### src/hw_monitor_pkg.sv
// Constants, register map and carrier types of the hardware monitor sequencer.
// Assumes a single 250 MHz clock and a converter that returns one sample per done pulse.
//
// Functional notes
// - Cycle mode: one full pass, then idle, restart every second, never over 1.4 s.
// - Monitoring starts only when the host writes one to configuration bit 0.
// - Every pass averages each input once in the fixed round-robin order, skipping 12 V while configuration bit 5 is set.
// - Each result is compared to its high and low limits; equal counts as violation.
// - Stored results are readable anytime; in cycle mode they change once per pass.
// - Each status flag is rewritten every pass its channel is converted: zero inside limits and no fault.
// - Reading a status register never clears or changes any flag.
// - Both status registers read zero after power-on reset and after soft reset.
// - Configuration zero means low power; special function bit 0 picks the kind.
// - Entering sleep or shutdown resets no register.
// - Low power stops converter and pass; registers remain readable and writable.
// - Supply channels except processor voltage read 192 at nominal supply.
// - Voltage codes are 8-bit unsigned, saturating at all zeros and all ones.
// - Voltage-code inputs 3..0 go to 0x47 bits 3..0, input 4 to 0x49 bit 0.
// - Fifth voltage-code pin is analog and reads zero until configuration bit 5.
// - Internal temperature stored at 0x27, checked against limits 0x39 and 0x3A.
// - Remote diode one stored at 0x26, two at 0x52, each with own limits.
// - Diode open or short is tested before update and flagged in 0x42.
// - Temperatures are 8-bit two's complement, one degree per step.
// - Order: remote one, internal, standby, 12 V, 5, 3.3, 2.5, processor, remote two, 1.8, 1.5.
// - Special function bit 1 selects continuous or cycle monitoring.
// - Special function bit 5 selects 128/8 or 16/1 samples averaged.
package hw_monitor_pkg;

  // ************************************************************
  // Timing
  // ************************************************************
  localparam int unsigned CLK_FREQ_MHZ = 250;
  localparam int unsigned PASS_PERIOD_MS = 1000;
  localparam int unsigned PASS_PERIOD_MAX_MS = 1400;
  // One second sits well inside the 1.4 s bound.
  localparam int unsigned PASS_PERIOD_CYCLES = PASS_PERIOD_MS * 1000 * CLK_FREQ_MHZ;
  localparam int unsigned PERIOD_CNT_W = 28;

  // ************************************************************
  // Channels in sampling order
  // ************************************************************
  localparam int unsigned NUM_CHAN = 11;
  localparam logic [3:0] CH_REMOTE_ONE = 4'h0;
  localparam logic [3:0] CH_INTERNAL = 4'h1;
  localparam logic [3:0] CH_TWELVE = 4'h3;
  localparam logic [3:0] CH_REMOTE_TWO = 4'h8;
  localparam logic [3:0] CH_LAST = 4'hA;

  // ************************************************************
  // Register map
  // ************************************************************
  localparam logic [7:0] VALUE_OFS [NUM_CHAN] = '{8'h26, 8'h27, 8'h25, 8'h24, 8'h23, 8'h22,
                                                 8'h20, 8'h21, 8'h52, 8'h53, 8'h54};
  localparam logic [7:0] HIGH_OFS [NUM_CHAN] = '{8'h37, 8'h39, 8'h2B, 8'h2D, 8'h2F, 8'h31,
                                                8'h33, 8'h35, 8'h55, 8'h57, 8'h59};
  localparam logic [7:0] LOW_OFS [NUM_CHAN] = '{8'h38, 8'h3A, 8'h2C, 8'h2E, 8'h30, 8'h32,
                                               8'h34, 8'h36, 8'h56, 8'h58, 8'h5A};
  localparam logic [7:0] CONFIG_OFS = 8'h40;
  localparam logic [7:0] STATUS_ONE_OFS = 8'h41;
  localparam logic [7:0] STATUS_TWO_OFS = 8'h42;
  localparam logic [7:0] VCODE_LOW_OFS = 8'h47;
  localparam logic [7:0] VCODE_HIGH_OFS = 8'h49;
  localparam logic [7:0] SPECIAL_OFS = 8'h4F;

  // Bit of the 16-bit status pair (status one low byte) for each channel.
  localparam logic [3:0] STAT_BIT [NUM_CHAN] = '{4'h5, 4'h4, 4'h8, 4'h6, 4'h3, 4'h2,
                                                4'h0, 4'h1, 4'h7, 4'h9, 4'hA};
  localparam logic [3:0] FAULT_ONE_BIT = 4'hB;
  localparam logic [3:0] FAULT_TWO_BIT = 4'hC;

  localparam int unsigned CFG_START_BIT = 0;
  localparam int unsigned CFG_FIFTH_VOLTAGE_CODE_INPUT_SEL_BIT = 5;
  localparam int unsigned CFG_SOFT_RESET_BIT = 7;
  localparam int unsigned SFR_SHUTDOWN_BIT = 0;
  localparam int unsigned SFR_CYCLE_BIT = 1;
  localparam int unsigned SFR_FAST_BIT = 5;

  localparam logic [7:0] CONFIG_RESET = 8'h00;
  localparam logic [7:0] SPECIAL_RESET = 8'h00;
  localparam logic [15:0] STATUS_RESET = 16'h0000;
  localparam logic [7:0] READING_RESET = 8'h00;
  localparam logic [7:0] LIMIT_RESET = 8'h00;

  // ************************************************************
  // Types
  // ************************************************************
  typedef struct packed {
    logic [7:0] addr;
    logic [7:0] wdata;
    logic wr;
    logic rd;
  } reg_req_t;

  typedef struct packed {
    logic done;
    logic [7:0] code;
    logic diode_fault;
  } conv_result_t;

  typedef enum logic [1:0] {
    ST_IDLE = 2'b00,
    ST_CONV = 2'b01,
    ST_GAP = 2'b10
  } seq_state_t;

  // ************************************************************
  // Channel helpers
  // ************************************************************
  function automatic logic is_remote(input logic [3:0] ch);
    return (ch == CH_REMOTE_ONE) || (ch == CH_REMOTE_TWO);
  endfunction : is_remote

  function automatic logic is_temp(input logic [3:0] ch);
    return is_remote(ch) || (ch == CH_INTERNAL);
  endfunction : is_temp

  // Log2 of the number of samples averaged for a channel.
  function automatic logic [2:0] avg_shift(input logic [3:0] ch, input logic fast);
    if (is_remote(ch)) begin
      return fast ? 3'h4 : 3'h7;
    end
    return fast ? 3'h0 : 3'h3;
  endfunction : avg_shift

endpackage : hw_monitor_pkg

### src/hw_monitor_sequencer.sv
// Sequencer, averaging, limit checking and register file of the hardware monitor.
// Assumes a register port fed by the serial bus slave and a converter that
// answers each sample of the requested channel with one done pulse.
module hw_monitor_sequencer #(
  parameter int unsigned PASS_PERIOD = hw_monitor_pkg::PASS_PERIOD_CYCLES
) (
  input wire logic clk,
  input wire logic rstn,
  input wire hw_monitor_pkg::reg_req_t reg_req,
  output logic [7:0] reg_rdata,
  input wire hw_monitor_pkg::conv_result_t conv_result,
  output logic conv_req,
  output logic [3:0] conv_chan,
  input wire logic [4:0] processor_voltage_code_inputs,
  output logic twelve_volt_pin_is_code,
  output logic sleep_active,
  output logic shutdown_active
);

  // ************************************************************
  // State
  // ************************************************************
  logic [7:0] value_q [hw_monitor_pkg::NUM_CHAN];
  logic [7:0] high_q [hw_monitor_pkg::NUM_CHAN];
  logic [7:0] low_q [hw_monitor_pkg::NUM_CHAN];
  logic [7:0] config_q;
  logic [7:0] special_q;
  logic [15:0] status_q;
  logic [3:0] vcode_low_q;
  logic [3:0] vcode_ctl_q;
  logic vcode_high_q;
  logic [7:0] rdata_q;
  hw_monitor_pkg::seq_state_t state_q;
  logic [3:0] chan_q;
  logic req_q;
  logic [15:0] accum_q;
  logic [7:0] sample_cnt_q;
  logic fault_q;
  logic [hw_monitor_pkg::PERIOD_CNT_W-1:0] period_q;
  logic sleep_q;
  logic shutdown_q;
  logic pin_code_q;

  // ************************************************************
  // Register write decode
  // ************************************************************
  wire cfg_wr = reg_req.wr && (reg_req.addr == hw_monitor_pkg::CONFIG_OFS);
  wire sfr_wr = reg_req.wr && (reg_req.addr == hw_monitor_pkg::SPECIAL_OFS);
  wire vcode_wr = reg_req.wr && (reg_req.addr == hw_monitor_pkg::VCODE_LOW_OFS);
  // Soft reset is a write with bit 7 set; the bit itself is never stored.
  wire soft_reset = cfg_wr && reg_req.wdata[hw_monitor_pkg::CFG_SOFT_RESET_BIT];
  wire run = config_q[hw_monitor_pkg::CFG_START_BIT];
  wire cycle_mode = special_q[hw_monitor_pkg::SFR_CYCLE_BIT];
  wire fast_mode = special_q[hw_monitor_pkg::SFR_FAST_BIT];
  wire fifth_voltage_code_input_sel = config_q[hw_monitor_pkg::CFG_FIFTH_VOLTAGE_CODE_INPUT_SEL_BIT];

  // ************************************************************
  // Averaging and limit compare
  // ************************************************************
  wire [2:0] shift = hw_monitor_pkg::avg_shift(chan_q, fast_mode);
  wire chan_temp = hw_monitor_pkg::is_temp(chan_q);
  wire chan_remote = hw_monitor_pkg::is_remote(chan_q);
  wire [7:0] last_cnt = 8'((16'h0001 << shift) - 16'h0001);
  // Temperatures are signed and extend their sign; voltages are unsigned codes.
  wire [15:0] sample_ext = chan_temp ? {{8{conv_result.code[7]}}, conv_result.code}
                                     : {8'h00, conv_result.code};
  wire [15:0] total = accum_q + sample_ext;
  wire signed [15:0] total_s = total;
  wire [15:0] shifted = 16'(total_s >>> shift);
  // The mean of saturated 8-bit codes stays within 8 bits, so saturation is kept.
  wire [7:0] average = shifted[7:0];
  wire last_sample = conv_result.done && (state_q == hw_monitor_pkg::ST_CONV)
                     && (sample_cnt_q == last_cnt);
  wire fault_now = chan_remote && (fault_q || conv_result.diode_fault);
  wire [7:0] hi_lim = high_q[chan_q];
  wire [7:0] lo_lim = low_q[chan_q];
  // Equal to a limit counts as a violation.
  wire above = chan_temp ? ($signed(average) >= $signed(hi_lim)) : (average >= hi_lim);
  wire below = chan_temp ? ($signed(average) <= $signed(lo_lim)) : (average <= lo_lim);
  wire flag = above || below || fault_now;
  // A result is stored only when its pass is still running.
  wire store = last_sample && run && !soft_reset;

  // ************************************************************
  // Channel order
  // ************************************************************
  // The 12 V slot is skipped while its pin serves as the fifth code input.
  wire [3:0] chan_inc = chan_q + 4'h1;
  wire [3:0] next_chan = ((chan_inc == hw_monitor_pkg::CH_TWELVE) && fifth_voltage_code_input_sel) ?
                         (chan_inc + 4'h1) : chan_inc;
  wire pass_end = chan_q == hw_monitor_pkg::CH_LAST;
  wire period_done = period_q >= hw_monitor_pkg::PERIOD_CNT_W'(PASS_PERIOD - 1);

  // ************************************************************
  // Read mux
  // ************************************************************
  logic [7:0] rd_mux;
  // Reads have no side effect on any flag.
  always_comb begin
    rd_mux = 8'h00;
    for (int i = 0; i < hw_monitor_pkg::NUM_CHAN; i++) begin
      if (reg_req.addr == hw_monitor_pkg::VALUE_OFS[i]) begin
        rd_mux = value_q[i];
      end
      if (reg_req.addr == hw_monitor_pkg::HIGH_OFS[i]) begin
        rd_mux = high_q[i];
      end
      if (reg_req.addr == hw_monitor_pkg::LOW_OFS[i]) begin
        rd_mux = low_q[i];
      end
    end
    case (reg_req.addr)
      hw_monitor_pkg::CONFIG_OFS: rd_mux = config_q;
      hw_monitor_pkg::STATUS_ONE_OFS: rd_mux = status_q[7:0];
      hw_monitor_pkg::STATUS_TWO_OFS: rd_mux = status_q[15:8];
      hw_monitor_pkg::VCODE_LOW_OFS: rd_mux = {vcode_ctl_q, vcode_low_q};
      hw_monitor_pkg::VCODE_HIGH_OFS: rd_mux = {7'h00, vcode_high_q};
      hw_monitor_pkg::SPECIAL_OFS: rd_mux = special_q;
      default: rd_mux = rd_mux;
    endcase
  end

  // Read data is registered; it appears one cycle after the read strobe.
  always_ff @(posedge clk or negedge rstn) begin
    if (!rstn) begin
      rdata_q <= 8'h00;
    end else if (reg_req.rd) begin
      rdata_q <= rd_mux;
    end
  end

  // ************************************************************
  // Configuration and special function registers
  // ************************************************************
  // Low power never touches other registers; they stay writable through it.
  always_ff @(posedge clk or negedge rstn) begin
    if (!rstn) begin
      config_q <= hw_monitor_pkg::CONFIG_RESET;
      special_q <= hw_monitor_pkg::SPECIAL_RESET;
      vcode_ctl_q <= 4'h0;
    end else if (soft_reset) begin
      config_q <= hw_monitor_pkg::CONFIG_RESET;
      special_q <= hw_monitor_pkg::SPECIAL_RESET;
      vcode_ctl_q <= 4'h0;
    end else begin
      if (cfg_wr) begin
        config_q <= reg_req.wdata;
      end
      if (sfr_wr) begin
        special_q <= reg_req.wdata;
      end
      if (vcode_wr) begin
        vcode_ctl_q <= reg_req.wdata[7:4];
      end
    end
  end

  // ************************************************************
  // Limit registers
  // ************************************************************
  // Limits survive soft reset; only power-on reset clears them.
  always_ff @(posedge clk or negedge rstn) begin
    if (!rstn) begin
      for (int i = 0; i < hw_monitor_pkg::NUM_CHAN; i++) begin
        high_q[i] <= hw_monitor_pkg::LIMIT_RESET;
        low_q[i] <= hw_monitor_pkg::LIMIT_RESET;
      end
    end else begin
      for (int i = 0; i < hw_monitor_pkg::NUM_CHAN; i++) begin
        if (reg_req.wr && (reg_req.addr == hw_monitor_pkg::HIGH_OFS[i])) begin
          high_q[i] <= reg_req.wdata;
        end
        if (reg_req.wr && (reg_req.addr == hw_monitor_pkg::LOW_OFS[i])) begin
          low_q[i] <= reg_req.wdata;
        end
      end
    end
  end

  // ************************************************************
  // Readings
  // ************************************************************
  // A faulty remote diode keeps its previous reading; only the flags show the fault.
  always_ff @(posedge clk or negedge rstn) begin
    if (!rstn) begin
      for (int i = 0; i < hw_monitor_pkg::NUM_CHAN; i++) begin
        value_q[i] <= hw_monitor_pkg::READING_RESET;
      end
    end else if (store && !fault_now) begin
      value_q[chan_q] <= average;
    end
  end

  // ************************************************************
  // Status flags
  // ************************************************************
  // A soft reset aborts the pass, so it beats a store in the same cycle.
  always_ff @(posedge clk or negedge rstn) begin
    if (!rstn) begin
      status_q <= hw_monitor_pkg::STATUS_RESET;
    end else if (soft_reset) begin
      status_q <= hw_monitor_pkg::STATUS_RESET;
    end else if (store) begin
      status_q[hw_monitor_pkg::STAT_BIT[chan_q]] <= flag;
      if (chan_q == hw_monitor_pkg::CH_REMOTE_ONE) begin
        status_q[hw_monitor_pkg::FAULT_ONE_BIT] <= fault_now;
      end
      if (chan_q == hw_monitor_pkg::CH_REMOTE_TWO) begin
        status_q[hw_monitor_pkg::FAULT_TWO_BIT] <= fault_now;
      end
    end
  end

  // ************************************************************
  // Voltage code capture
  // ************************************************************
  // The fifth input reads zero while its pin is the analog 12 V input.
  always_ff @(posedge clk or negedge rstn) begin
    if (!rstn) begin
      vcode_low_q <= 4'h0;
      vcode_high_q <= 1'b0;
      pin_code_q <= 1'b0;
    end else begin
      vcode_low_q <= processor_voltage_code_inputs[3:0];
      vcode_high_q <= fifth_voltage_code_input_sel && processor_voltage_code_inputs[4];
      pin_code_q <= fifth_voltage_code_input_sel;
    end
  end

  // ************************************************************
  // Pass sequencer
  // ************************************************************
  // Clearing start aborts at once and drops the partial sum.
  always_ff @(posedge clk or negedge rstn) begin
    if (!rstn) begin
      state_q <= hw_monitor_pkg::ST_IDLE;
      chan_q <= hw_monitor_pkg::CH_REMOTE_ONE;
      req_q <= 1'b0;
      accum_q <= 16'h0000;
      sample_cnt_q <= 8'h00;
      fault_q <= 1'b0;
      period_q <= '0;
    end else if (!run || soft_reset) begin
      state_q <= hw_monitor_pkg::ST_IDLE;
      chan_q <= hw_monitor_pkg::CH_REMOTE_ONE;
      req_q <= 1'b0;
      accum_q <= 16'h0000;
      sample_cnt_q <= 8'h00;
      fault_q <= 1'b0;
      period_q <= '0;
    end else begin
      if (!period_done) begin
        period_q <= period_q + hw_monitor_pkg::PERIOD_CNT_W'(1);
      end
      case (state_q)
        hw_monitor_pkg::ST_IDLE: begin
          state_q <= hw_monitor_pkg::ST_CONV;
          chan_q <= hw_monitor_pkg::CH_REMOTE_ONE;
          req_q <= 1'b1;
          period_q <= '0;
        end
        hw_monitor_pkg::ST_CONV: begin
          if (conv_result.done && !last_sample) begin
            accum_q <= total;
            sample_cnt_q <= sample_cnt_q + 8'h01;
            fault_q <= fault_q || conv_result.diode_fault;
          end else if (last_sample) begin
            accum_q <= 16'h0000;
            sample_cnt_q <= 8'h00;
            fault_q <= 1'b0;
            if (!pass_end) begin
              chan_q <= next_chan;
            end else if (cycle_mode) begin
              state_q <= hw_monitor_pkg::ST_GAP;
              req_q <= 1'b0;
            end else begin
              chan_q <= hw_monitor_pkg::CH_REMOTE_ONE;
            end
          end
        end
        hw_monitor_pkg::ST_GAP: begin
          // The period runs from pass start, so passes repeat every second.
          if (period_done) begin
            state_q <= hw_monitor_pkg::ST_CONV;
            chan_q <= hw_monitor_pkg::CH_REMOTE_ONE;
            req_q <= 1'b1;
            period_q <= '0;
          end
        end
        default: begin
          state_q <= hw_monitor_pkg::ST_IDLE;
          req_q <= 1'b0;
        end
      endcase
    end
  end

  // ************************************************************
  // Low power indication
  // ************************************************************
  // Start clear means low power; the select bit picks sleep (0) or shutdown (1).
  always_ff @(posedge clk or negedge rstn) begin
    if (!rstn) begin
      sleep_q <= 1'b0;
      shutdown_q <= 1'b0;
    end else begin
      sleep_q <= !run && !special_q[hw_monitor_pkg::SFR_SHUTDOWN_BIT];
      shutdown_q <= !run && special_q[hw_monitor_pkg::SFR_SHUTDOWN_BIT];
    end
  end

  // ************************************************************
  // Outputs
  // ************************************************************
  assign reg_rdata = rdata_q;
  assign conv_req = req_q;
  assign conv_chan = chan_q;
  assign twelve_volt_pin_is_code = pin_code_q;
  assign sleep_active = sleep_q;
  assign shutdown_active = shutdown_q;

endmodule : hw_monitor_sequencer

### config.mk
export PLATFORM = sky130hd
export DESIGN_NAME = hw_monitor_sequencer
export DESIGN_NICKNAME = d
export VERILOG_FILES = /design/src/hw_monitor_pkg.sv /design/src/hw_monitor_sequencer.sv
export SDC_FILE = /design/constraint.sdc
export NUM_CORES = 1
export LEC_CHECK = 0
export BUFFER_PORTS_ARGS = -buffer_cell sky130_fd_sc_hd__buf_4
export CAP_MARGIN = 20
export CORE_MARGIN = 5
export CORE_UTILIZATION = 44
export DETAILED_ROUTE_END_ITERATION = 7
export PLACE_DENSITY = 0.69
export SLEW_MARGIN = 20
export SYNTH_ARGS = -nofsm -noshare
export SYNTH_HDL_FRONTEND = slang
export SYNTH_SLANG_ARGS = --single-unit
export TNS_END_PERCENT = 100
### constraint.sdc
create_clock -name clk -period 6.9 [get_ports clk]
set_input_delay 0 -clock clk [delete_from_list [all_inputs] [get_ports clk]]
set_output_delay 0 -clock clk [all_outputs]
set_load 0.01 [all_outputs]
==> flow_summary.json <==
{
  "tightest_slew_ns": 1.17,
  "met3_length_um": 7310,
  "cts_buffer_depth": 3,
  "gp_congestion": 1.00,
  "slew_violations": 0,
  "max-cap-violations": 0,
  "setup_slack_ns": 0.718,
  "clkLatencyLatePin_ns": 0.60,
  "p_total_mw": 5.30,
  "met2_wirelength_um": 34600,
  "dr_total_vias": 18281,
  "wirelength_um": 77500,
  "antenna_found_initial": 1,
  "synthTopCellsByArea": "dfrtp_1 44%, mux2_2 10%, mux4_2 3.6%",
  "cp-start-kind": "flop",
  "grt-ovfl-total": 0,
  "path_class": "reg -> reg",
  "io_buffers": 50,
  "wl_per_cell_um": 28.2,
  "min_path_type": "in -> async",
  "area_delta_synth_final_pct": 12.3,
  "grt_max_degree": 146,
  "syn_inst": 2091,
  "highest_layer": "met5",
  "start_util_pct": 44.1,
  "met1_length_um": 32100,
  "required_ns": 7.38,
  "postSynthAreaPerCell_um2": 10.3,
  "rsz0062_at_grt": "no",
  "drt_iter0_drc": 2136,
  "root_buffer": "clkbuf_16",
  "fin_skew_ns": 0.0329,
  "ys_types": 92,
  "drive_gt1_share_pct": 20.8,
  "yosysTopAreaCell": "dfrtp_1",
  "crit_path_max_fanout": 21,
  "finalCritPeriodShare_pct": 89.6,
  "drt_drc_violations_left": 0,
  "layout_common_cells": "373 x dfrtp_1, 200 x mux2_2, 188 x nand2_1, 143 x o21ai_0, 131 x a21oi_1",
  "grt_pass1_vias": 17865,
  "cts.repair.resized": 0,
  "p_leak_nw": 10.3,
  "rrSetupSlack_ns": 0.72,
  "core_area_mm2": 0.0486,
  "cts_buffers": 44,
  "grt_use_total_pct": 28.7,
  "vdd_drop_max_mv": 0.206,
  "die_y_um": 231,
  "clkTransAtPathRegs_ns": 0.06,
  "syn_area_mm2": 0.0215,
  "r2r_cells": 23,
  "firstDrtPassIters": 6,
  "setup_viol_count_final": 0,
  "arrival_ns": 6.66,
  "hold_viol_final": 0,
  "pre_cts_slack_ns": 0.810,
  "synth_fp_nets": 2166,
  "fin_crit_ns": 6.18,
  "row_count": 81,
  "die-area_mm2": 0.0533,
  "place_hpwl_um": 54900,
  "crit_start": "conv_chan[0]",
  "synthArstFlopShare_pct": 100,
  "fillers": 4387,
  "grt_pass1_wl_um": 117000,
  "layout_commonest_cell": "dfrtp_1",
  "max_freq_ghz": 0.162,
  "synth_edf_count": 0,
  "ios": 51,
  "relSlewSlack_pct": 21.6,
  "status": "completed",
  "ant_nets": 0,
  "synthFlopType": "dfrtp_1",
  "cts.sinks": 375,
  "cellPowerDensity_mw_per_mm2": 220,
  "yosysWarnings": 0,
  "yosysTopAreaCellShare_pct": 43.7,
  "cts_tree": "yes",
  "fin_tns_setup_ns": 0,
  "via_per_inst": 6.66,
  "fin_nets": 2162,
  "yosysSeqAreaShare_pct": 43.7,
  "r2r-end": "status_q[2]",
  "htreeDepth": 2,
  "ys_seq_elements": 375,
  "crit_path_end_kind": "flop",
  "cts_setup_buffers": 0,
  "rr_startpoint": "conv_chan[0]",
  "die_w_um": 231,
  "crit_end": "status_q[2]"
}
==> kinds of logic (layout without fill, tap and decap cells) <==
logic type               count (synthesis)  count (layout)  share of synthesized area (%)
buffers and inverters                  192             223                           3.81
adder cells (fa/ha/maj)                 40              40                           2.37
flip-flops                             375             375                           43.7
XOR/XNOR                                38              38                           1.55
AND/OR/NAND/NOR                        574             574                           13.7
other                                    0               1                              0
multiplexers                           277             277                           16.1
AO/OA/AOI/OAI                          595             595                           18.8
==> cells in the mapped netlist (28+ instances only) <==
master    number
buf_2         33
o31ai_1       30
ha_1          39
nor3_1        35
clkbuf_1      99
nor2_1       124
inv_1         34
nand2_1      188
mux4_2        34
a221oi_1      33
mux2i_1       43
nand3_1       54
a21oi_1      131
o21ai_0      143
mux2_2       200
dfrtp_1      375
a22oi_1       28
==> routing by layer <==
layer  track usage [%]  vias to the layer above
met2              43.7                      945
met1              39.8                     9246
met5                 0                        -
met4              11.5                        2
li1                  -                     7890
met3              6.83                      198
==> power by group <==
| part | total, mW | switching [mW] | internal (mW) |
|---|---|---|---|
| Clock | 2.56 | 0.981 | 1.58 |
| Sequential | 2.32 | 0.0634 | 2.26 |
| Combinational | 0.423 | 0.276 | 0.147 |
| Total | 5.30 | 1.32 | 3.98 |
==> state kept, by name (all words and copies together), names as in the netlist, 15 cells and up <==
| name | count |
|---|---|
| period_q | 28 |
| high_q | 88 |
| accum_q | 15 |
| status_q | 16 |
| value_q | 88 |
| low_q | 88 |
==> worst max-delay path, stage by stage (launching register included) <==
cell       delay (ns)
dfrtp_4          0.63
inv_1            0.19
ha_1             0.48
inv_1            0.20
a21oi_1          0.42
and2_0           0.55
ha_1             0.27
inv_1            0.11
and3_1           0.20
a21oi_1          0.15
nand4_1          0.17
mux2i_1          0.22
buf_4            0.25
a22oi_1          0.11
buf_4            0.24
ha_1             0.32
nor2b_1          0.13
o21a_1           0.16
o21a_1           0.17
o21a_1           0.16
o21ai_0          0.28
a2111oi_2        0.15
buf_4            0.22
a311oi_1         0.28
==> worst min-delay path by stage <==
stage,cells after the start,slack (ns),to
2_1_floorplan,0,-0.30,accum_q[0]
3_3_place_gp,1,0.08,period_q[19]
3_5_place_dp,1,0.1,period_q[18]
4_1_cts,4,0.01,vcode_ctl_q[3]
5_1_grt,2,0.08,vcode_low_q[0]
6_report,2,0.02,period_q[18]
==> through the flow <==
stage	area, um^2	hold slack, ns	util, %	instances
floorplan	21500	-0.296	-	2091
global placement	22300	0.0829	45.8	2640
detailed placement	22300	0.0958	45.8	2640
CTS	24100	0.0137	49.5	2744
global route	24100	0.0800	49.6	2744
finish	24100	0.0243	49.6	2745
==> cell type report <==
| type | count | area (um^2) | area share, % |
|---|---|---|---|
| clock inverters | 21 | 334 | 1.39 |
| flip-flops and latches | 375 | 9390 | 38.9 |
| inverters | 34 | 128 | 0.529 |
| well taps | 622 | 778 | 3.23 |
| diodes | 1 | 2.50 | 0.0104 |
| repair buffers | 108 | 901 | 3.74 |
| clock buffers | 60 | 1250 | 5.19 |
| multi-input cells | 1524 | 11300 | 47.0 |
==> what timing repair did <==
| item | 4_1_cts | 5_1_grt |
|---|---|---|
| endpoints found under the setup margin | 0 | 0 |
| hold endpoints to repair | 219 | 0 |
| hold buffers | 23 | 0 |
Note: power is estimated with default switching activity, not from simulation.
